$ cat src/hw/iodr_pkg.sv
// Purpose: constants and types for the inertial output data register bank
// Assumes: 50 MHz reference clock, 16-bit serial words, msb first, serial mode 3
// Notes: offsets are byte addresses of the low byte of each 16-bit word
package iodr_pkg;

    localparam int unsigned CLK_HZ = 50_000_000;
    localparam real SAMPLE_RATE_SPS = 819.2;
    localparam int unsigned SAMPLE_CYCLES = int'($floor(real'(CLK_HZ) / SAMPLE_RATE_SPS));

    localparam int unsigned WORD_W = 16;
    localparam int unsigned ADDR_W = 7;
    localparam int unsigned RAW_W = 18;
    localparam int unsigned TEMP_W = 12;
    localparam int unsigned NUM_WORDS = 8;
    localparam int unsigned IDX_W = 3;
    localparam int unsigned BIT_CNT_W = 4;

    // byte offsets of the low byte of each word
    localparam logic [6:0] ADDR_RATE_X = 7'h04;
    localparam logic [6:0] ADDR_RATE_Y = 7'h06;
    localparam logic [6:0] ADDR_RATE_Z = 7'h08;
    localparam logic [6:0] ADDR_ACCEL_X = 7'h0a;
    localparam logic [6:0] ADDR_ACCEL_Y = 7'h0c;
    localparam logic [6:0] ADDR_ACCEL_Z = 7'h0e;
    localparam logic [6:0] ADDR_TEMP = 7'h18;
    localparam logic [6:0] ADDR_DIAG = 7'h3c;

    // serial command word layout
    localparam int unsigned CMD_WRITE_BIT = 15;
    localparam int unsigned CMD_ADDR_MSB = 14;
    localparam int unsigned CMD_ADDR_LSB = 8;
    localparam logic [15:0] CMD_BURST = 16'h3e00;

    // storage index, also the burst order
    localparam logic [2:0] IDX_DIAG = 3'h0;
    localparam logic [2:0] IDX_RATE_X = 3'h1;
    localparam logic [2:0] IDX_RATE_Y = 3'h2;
    localparam logic [2:0] IDX_RATE_Z = 3'h3;
    localparam logic [2:0] IDX_ACCEL_X = 3'h4;
    localparam logic [2:0] IDX_ACCEL_Y = 3'h5;
    localparam logic [2:0] IDX_ACCEL_Z = 3'h6;
    localparam logic [2:0] IDX_TEMP = 3'h7;
    localparam logic [2:0] IDX_BURST_LAST = 3'h7;

    // upper byte of range_filter_ctrl selects the rate scale
    localparam logic [7:0] RANGE_QUARTER = 8'h01;
    localparam logic [7:0] RANGE_HALF = 8'h02;
    localparam logic [7:0] RANGE_FULL = 8'h04;
    localparam logic [1:0] SHIFT_QUARTER = 2'h0;
    localparam logic [1:0] SHIFT_HALF = 2'h1;
    localparam logic [1:0] SHIFT_FULL = 2'h2;

    localparam logic [15:0] WORD_MAX = 16'h7fff;
    localparam logic [15:0] WORD_MIN = 16'h8000;
    localparam logic [15:0] WORD_ZERO = 16'h0000;

    // one sample set from the front end; rates at 400 counts per deg/s
    typedef struct packed {
        logic [15:0] diag;
        logic [17:0] rate_x;
        logic [17:0] rate_y;
        logic [17:0] rate_z;
        logic [15:0] accel_x;
        logic [15:0] accel_y;
        logic [15:0] accel_z;
        logic [11:0] temp;
    } iodr_meas_t;

endpackage : iodr_pkg

$ cat src/hw/iodr_output_regs.sv
// Purpose: output data register bank read over the serial slave port
// Assumes: front end holds i_meas valid; serial clock at most 2 MHz
// Notes: serial pins are synchronised into the reference clock domain
`timescale 1ns/1ps
`default_nettype none

module iodr_output_regs #(
    parameter int unsigned SAMPLE_CYCLES = iodr_pkg::SAMPLE_CYCLES
) (
    input wire logic i_ref_clk,
    input wire logic i_rst,
    input wire iodr_pkg::iodr_meas_t i_meas,
    input wire logic [15:0] i_range_filter_ctrl,
    input wire logic i_spi_cs_n,
    input wire logic i_spi_sclk,
    input wire logic i_spi_mosi,
    output logic o_spi_miso,
    output logic o_sample_done
);

    ////////////////////////////////////////////////////////////////////////////////
    // sample tick

    logic [31:0] tick_cnt_r;
    logic tick;

    assign tick = (tick_cnt_r == SAMPLE_CYCLES - 1);

    always_ff @(posedge i_ref_clk) begin
        if (i_rst || tick) begin
            tick_cnt_r <= 32'h0;
        end else begin
            tick_cnt_r <= tick_cnt_r + 32'h1;
        end
    end

    ////////////////////////////////////////////////////////////////////////////////
    // scaling and storage

    logic [1:0] rate_shift;
    logic [15:0] word_nxt [iodr_pkg::NUM_WORDS];
    logic [15:0] word_r [iodr_pkg::NUM_WORDS];
    logic signed [17:0] raw_rate [3];

    assign rate_shift = (i_range_filter_ctrl[15:8] == iodr_pkg::RANGE_QUARTER) ?
        iodr_pkg::SHIFT_QUARTER :
        (i_range_filter_ctrl[15:8] == iodr_pkg::RANGE_HALF) ? iodr_pkg::SHIFT_HALF :
        iodr_pkg::SHIFT_FULL;

    assign raw_rate[0] = i_meas.rate_x;
    assign raw_rate[1] = i_meas.rate_y;
    assign raw_rate[2] = i_meas.rate_z;

    // saturate rather than wrap on the quarter and half scales
    function automatic logic [15:0] sat16(input logic signed [17:0] v);
        if (v > $signed({2'b00, iodr_pkg::WORD_MAX})) begin
            return iodr_pkg::WORD_MAX;
        end else if (v < $signed({2'b11, iodr_pkg::WORD_MIN})) begin
            return iodr_pkg::WORD_MIN;
        end
        return v[15:0];
    endfunction : sat16

    genvar g;
    generate
        for (g = 0; g < 3; g++) begin : g_rate
            assign word_nxt[int'(iodr_pkg::IDX_RATE_X) + g] =
                sat16(raw_rate[g] >>> rate_shift);
        end
    endgenerate

    assign word_nxt[iodr_pkg::IDX_DIAG] = i_meas.diag;
    assign word_nxt[iodr_pkg::IDX_ACCEL_X] = i_meas.accel_x;
    assign word_nxt[iodr_pkg::IDX_ACCEL_Y] = i_meas.accel_y;
    assign word_nxt[iodr_pkg::IDX_ACCEL_Z] = i_meas.accel_z;
    assign word_nxt[iodr_pkg::IDX_TEMP] = {4'h0, i_meas.temp};

    // all words load on the same edge, so a set never splits
    always_ff @(posedge i_ref_clk) begin
        for (int i = 0; i < int'(iodr_pkg::NUM_WORDS); i++) begin
            if (i_rst) begin
                word_r[i] <= iodr_pkg::WORD_ZERO;
            end else if (tick) begin
                word_r[i] <= word_nxt[i];
            end
        end
    end

    always_ff @(posedge i_ref_clk) begin
        if (i_rst) begin
            o_sample_done <= 1'b0;
        end else begin
            o_sample_done <= tick;
        end
    end

    ////////////////////////////////////////////////////////////////////////////////
    // serial pin synchronisers

    logic [1:0] cs_sync_r;
    logic [2:0] sclk_sync_r;
    logic [1:0] mosi_sync_r;
    logic cs_n;
    logic sclk_rise;
    logic sclk_fall;

    always_ff @(posedge i_ref_clk) begin
        if (i_rst) begin
            cs_sync_r <= 2'h3;
            sclk_sync_r <= 3'h7;
            mosi_sync_r <= 2'h0;
        end else begin
            cs_sync_r <= {cs_sync_r[0], i_spi_cs_n};
            sclk_sync_r <= {sclk_sync_r[1:0], i_spi_sclk};
            mosi_sync_r <= {mosi_sync_r[0], i_spi_mosi};
        end
    end

    // edge detect looks only at stages two and three
    assign cs_n = cs_sync_r[1];
    assign sclk_rise = !cs_n && sclk_sync_r[1] && !sclk_sync_r[2];
    assign sclk_fall = !cs_n && !sclk_sync_r[1] && sclk_sync_r[2];

    ////////////////////////////////////////////////////////////////////////////////
    // frame shift and command decode

    logic [3:0] bit_cnt_r;
    logic [15:0] rx_r;
    logic [15:0] tx_r;
    logic [15:0] rx_word;
    logic frame_end;
    logic burst_r;
    logic [2:0] burst_idx_r;
    logic [6:0] rd_addr;
    logic is_write;
    logic is_burst;
    logic addr_hit;
    logic [2:0] addr_idx;
    logic [2:0] next_idx;
    logic next_hit;
    logic [15:0] resp_word;

    assign frame_end = sclk_rise && (bit_cnt_r == 4'hf);
    assign rx_word = {rx_r[14:0], mosi_sync_r[1]};
    assign is_write = rx_word[iodr_pkg::CMD_WRITE_BIT];
    assign is_burst = (rx_word == iodr_pkg::CMD_BURST);
    // low address bit dropped: both bytes of a word read the same word
    assign rd_addr = {rx_word[iodr_pkg::CMD_ADDR_MSB:iodr_pkg::CMD_ADDR_LSB + 1], 1'b0};

    assign addr_hit = (rd_addr == iodr_pkg::ADDR_RATE_X) || (rd_addr == iodr_pkg::ADDR_RATE_Y) ||
        (rd_addr == iodr_pkg::ADDR_RATE_Z) || (rd_addr == iodr_pkg::ADDR_ACCEL_X) ||
        (rd_addr == iodr_pkg::ADDR_ACCEL_Y) || (rd_addr == iodr_pkg::ADDR_ACCEL_Z) ||
        (rd_addr == iodr_pkg::ADDR_TEMP) || (rd_addr == iodr_pkg::ADDR_DIAG);
    assign addr_idx = (rd_addr == iodr_pkg::ADDR_RATE_X) ? iodr_pkg::IDX_RATE_X :
        (rd_addr == iodr_pkg::ADDR_RATE_Y) ? iodr_pkg::IDX_RATE_Y :
        (rd_addr == iodr_pkg::ADDR_RATE_Z) ? iodr_pkg::IDX_RATE_Z :
        (rd_addr == iodr_pkg::ADDR_ACCEL_X) ? iodr_pkg::IDX_ACCEL_X :
        (rd_addr == iodr_pkg::ADDR_ACCEL_Y) ? iodr_pkg::IDX_ACCEL_Y :
        (rd_addr == iodr_pkg::ADDR_ACCEL_Z) ? iodr_pkg::IDX_ACCEL_Z :
        (rd_addr == iodr_pkg::ADDR_TEMP) ? iodr_pkg::IDX_TEMP : iodr_pkg::IDX_DIAG;

    // burst carries on regardless of mosi until eight words are out
    assign next_hit = burst_r || is_burst || (!is_write && addr_hit);
    assign next_idx = burst_r ? burst_idx_r + 3'h1 :
        is_burst ? iodr_pkg::IDX_DIAG : addr_idx;
    // word copied whole into the shifter; a later tick cannot tear it
    assign resp_word = next_hit ? word_r[next_idx] : iodr_pkg::WORD_ZERO;

    always_ff @(posedge i_ref_clk) begin
        if (i_rst || cs_n) begin
            bit_cnt_r <= 4'h0;
        end else if (sclk_rise) begin
            bit_cnt_r <= bit_cnt_r + 4'h1;
        end
    end

    always_ff @(posedge i_ref_clk) begin
        if (i_rst) begin
            rx_r <= iodr_pkg::WORD_ZERO;
        end else if (sclk_rise) begin
            rx_r <= rx_word;
        end
    end

    // deselect ends a burst early
    always_ff @(posedge i_ref_clk) begin
        if (i_rst || cs_n) begin
            burst_r <= 1'b0;
            burst_idx_r <= iodr_pkg::IDX_DIAG;
        end else if (frame_end) begin
            burst_r <= (burst_r && (burst_idx_r + 3'h1 != iodr_pkg::IDX_BURST_LAST)) ||
                (!burst_r && is_burst);
            burst_idx_r <= next_idx;
        end
    end

    // mode 3: drive on falling edge, host samples on rising
    always_ff @(posedge i_ref_clk) begin
        if (i_rst) begin
            tx_r <= iodr_pkg::WORD_ZERO;
            o_spi_miso <= 1'b0;
        end else if (frame_end) begin
            tx_r <= resp_word;
        end else if (sclk_fall) begin
            o_spi_miso <= tx_r[15];
            tx_r <= {tx_r[14:0], 1'b0};
        end
    end

endmodule : iodr_output_regs

`default_nettype wire

$ cat config.mk
export PLATFORM = sky130hd
export DESIGN_NAME = iodr_output_regs
export DESIGN_NICKNAME = d
export VERILOG_FILES = /design/src/hw/iodr_pkg.sv /design/src/hw/iodr_output_regs.sv
export SDC_FILE = /design/constraint.sdc
export NUM_CORES = 1
export LEC_CHECK = 0
export ABC_AREA = 1
export ABC_CLOCK_PERIOD_IN_PS = 6100
export BUFFER_PORTS_ARGS = -buffer_cell sky130_fd_sc_hd__buf_2
export CAP_MARGIN = 20
export CORE_MARGIN = 2
export CORE_UTILIZATION = 44
export CTS_CLUSTER_SIZE = 12
export DETAILED_ROUTE_END_ITERATION = 8
export GPL_TIMING_DRIVEN = 1
export PLACE_DENSITY_LB_ADDON = 0.3
export SYNTH_ARGS = -nofsm -noshare
export SYNTH_HDL_FRONTEND = slang
export SYNTH_SLANG_ARGS = --single-unit
$ cat constraint.sdc
create_clock -name i_ref_clk -period 6.1 [get_ports i_ref_clk]
set_clock_uncertainty 0.2 [all_clocks]
set_input_delay 1.22 -clock i_ref_clk [delete_from_list [all_inputs] [get_ports i_ref_clk]]
set_output_delay 1.22 -clock i_ref_clk [all_outputs]
set_load 0.03 [all_outputs]
==> flow_metrics.env <==
export IMPL_detailedPlacementHpwl_mm=19.61
export IMPL_worstHoldStart="mosi_sync_r[0]$_SDFF_PP0_"
export IMPL_clk_latency_ns=0.50
export IMPL_cts_buffers=23
export IMPL_vias_per_cell=5.015
export IMPL_hold_buffers=0
export IMPL_tns_ns=0
export IMPL_clockBufferDepth=3
export IMPL_synth_seq_cells=204
export IMPL_finalNonFillerCells=1956
export IMPL_crit_start="rx_r[8]$_SDFFE_PP0P_"
export IMPL_synth_area_leaders="edfxtp_1 (33%), dfxtp_1 (14%), inv_1 (9.8%), nand3_1 (7.7%), nand2_1 (7.3%)"
export IMPL_portBuffers=144
export IMPL_drtPass1Iterations=5
export IMPL_dp_cells=1913
export IMPL_synth_warning_count=0
export IMPL_cts_repair_resized=0
export IMPL_layout_setup_ws_ns=2.431
export IMPL_drtIter0Drc=827
export IMPL_die_area_um2=27230
export IMPL_syn_num_nets=1665
export IMPL_finalCriticalPeriod_ns=3.669
export IMPL_die_w_um=165.0
export IMPL_startpoint_type="flop"
export IMPL_status="complete, no violations"
export IMPL_rows=58
export IMPL_leakage_nw=6.032
export IMPL_worst_path_max_fanout=40
export IMPL_cts_htree_levels=1
export IMPL_setup_viol=0
export IMPL_finalHoldViolCount=0
export IMPL_cts_tree="built"
export IMPL_antenna_found_initial=0
export IMPL_grt_usage_pct=20.63
export IMPL_synth_main_ff_cell="edfxtp_1"
export IMPL_dieHeight_um=165.0
export IMPL_critPathArrivalTime_ns=3.90
export IMPL_multi_input_comb_area_um2=4509
export IMPL_slew_headroom_pct=35.38
export IMPL_ys_seq_area_share_pct=46.68
export IMPL_nets=1766
export IMPL_clk_pin_slew_ns=0.06
export IMPL_ir_worst_vdd_v=0.0002213
export IMPL_min_period_over_period_pct=60.15
export IMPL_cp_slowest_cell="nand2_1"
export IMPL_worst_slew_pin_slew_ns=0.9669
export IMPL_regArea_um2=5325
export IMPL_cellPowerDensity_nw_per_um2=230.6
export IMPL_routedWlPerCell_um=14.29
export IMPL_drc=0
export IMPL_r2r_start="rx_r[8]$_SDFFE_PP0P_"
export IMPL_worst_setup_path_end_kind="flop"
export IMPL_core_area_um2=25330
export IMPL_worst_path_most_repeated_cell="nand3_1"
export IMPL_design_area_um2=12890
export IMPL_synth_async_sr_flop_share_pct=0
export IMPL_max_cap_viol_count=0
export IMPL_yosys_area_top_type_share_pct=32.64
export IMPL_path_cells="nor2_1, nand3_1, nand3_1, nor2_1, nand2_2, nand2_1, buf_4, nand2_1, nand3_1, nand3_1, nand3_1, a21oi_1"
export IMPL_synthToLayoutAreaGrowth_pct=13.00
export IMPL_mostFrequentLayoutCell="inv_1"
export IMPL_dp_slack_ns=1.721
export IMPL_n_antenna_cell=0
export IMPL_slew_viol_final=0
export IMPL_gp_congestion=0.8568
export IMPL_max_stage_delay_ns=0.74
export IMPL_grt_ovfl_total=0
export IMPL_wl_mm=27.96
export IMPL_hp_class="flop to flop"
export IMPL_netlist_instances=1509
export IMPL_antenna_left=0
export IMPL_post_route_cells_drive_above_1_share_pct=15.01
export IMPL_cts_setup_buffers=0
export IMPL_netlist_area_um2=11410
export IMPL_fmax_ghz=0.2726
export IMPL_postSynthAreaPerCell_um2=7.560
export IMPL_place_area_um2=12160
export IMPL_vias=9809
export IMPL_ff2ff_setup_slack_ns=2.43
export IMPL_initial_core_util_pct=45.04
export IMPL_cts_sinks=204
export IMPL_final_cell_mix="inv_1 (297), nand2_1 (221), nor2_1 (180)"
export IMPL_io_pins=153
export IMPL_grt_setup_unrepaired="false"
export IMPL_grt_max_degree=78
export IMPL_synth_area_leader_cell="edfxtp_1"
export IMPL_cp_required_ns=6.33
export IMPL_grt_pass1_vias=9277
export IMPL_power_total_mw=2.973
export IMPL_synth_cell_types=45
export IMPL_synth_enable_flop_cells=124
export IMPL_ctsRootBufferMaster="clkbuf_16"
export IMPL_grt_pass1_wl_mm=44.88
export IMPL_fillerInstances=2463
export IMPL_worstSetupPathType="flop to flop"
-- final cells by class --
class                   count  share of cell area [%]
repair buffers            152                   6.251
clock inverters             9                  0.3397
inverters                 306                   8.920
flip-flops and latches    204                   41.31
multi-input cells         923                   34.98
well taps                 330                   3.203
clock buffers              32                   4.999
-- metal layers --
metal,global-route usage (%),vias to the layer above,wire length (µm)
li1,-,5036,-
met4,7.273,0,958
met5,0,-,0
met2,34.91,224,13440
met3,2.838,57,1314
met1,27.06,4492,12250
-- path summary, 6_finish.rpt --
| check | end | cells after the start |
|---|---|---|
| max | tx_r[3]$_SDFFE_PP0P_ | 12 |
| min | mosi_sync_r[1]$_SDFF_PP0_ | 2 |
| max reg2reg | tx_r[3]$_SDFFE_PP0P_ | 12 |
| min reg2reg | mosi_sync_r[1]$_SDFF_PP0_ | 2 |
-- worst max-delay path: cells and delay by family (launching register included) --
family                 cells  cell delay, ns
AND/OR/NAND/NOR           10            2.43
buffers and inverters      1            0.48
flip-flops                 1            0.34
AO/OA/AOI/OAI              1            0.13
-- power breakdown --
group	internal, mW	total, mW	switching [mW]
Clock	0.736	1.27	0.538
Combinational	0.0755	0.192	0.117
Sequential	1.49	1.51	0.0119
-- registers in the layout, summed over array words and instances, names as in the netlist --
register	flops
mosi_sync_r	2
burst_r	1
o_sample_done	1
burst_idx_r	3
rx_r	15
cs_sync_r	2
o_spi_miso	1
word_r	124
sclk_sync_r	3
tick_cnt_r	32
bit_cnt_r	4
tx_r	16
-- logic make-up (layout without fill, tap and decap cells) --
| family | after synthesis | count (layout) | share of synthesized area (%) |
|---|---|---|---|
| xor+xnor | 14 | 14 | 1.075 |
| buf+inv | 382 | 499 | 13.86 |
| fa+ha+maj | 5 | 5 | 0.5484 |
| flops | 204 | 204 | 46.68 |
| compound gates | 238 | 238 | 11.14 |
| simple gates | 666 | 666 | 26.69 |
-- metrics by stage --
| stage | hold slack, ns | utilization, % |
|---|---|---|
| after floorplan | 0.1883 | - |
| after global placement | 0.1998 | 48.02 |
| after detailed placement | 0.2062 | 48.02 |
| after CTS | 0.2201 | 50.74 |
| after global routing | 0.2471 | 50.90 |
| final | 0.2102 | 50.90 |
-- Yosys cell counts, drive strengths merged, types with 2 or more instances --
master / count
ha: 5
a22oi: 2
xnor2: 6
dfxtp: 80
nor2: 188
xor2: 8
nand3b: 2
edfxtp: 124
a21oi: 93
o221ai: 2
nor3b: 3
o211ai: 14
o21ai: 119
o22ai: 6
clkbuf: 33
nand3: 182
inv: 306
buf: 43
nor4: 6
nand4: 15
nor3: 20
or2: 20
nand2: 229
Power figures use the tool's default switching activity.
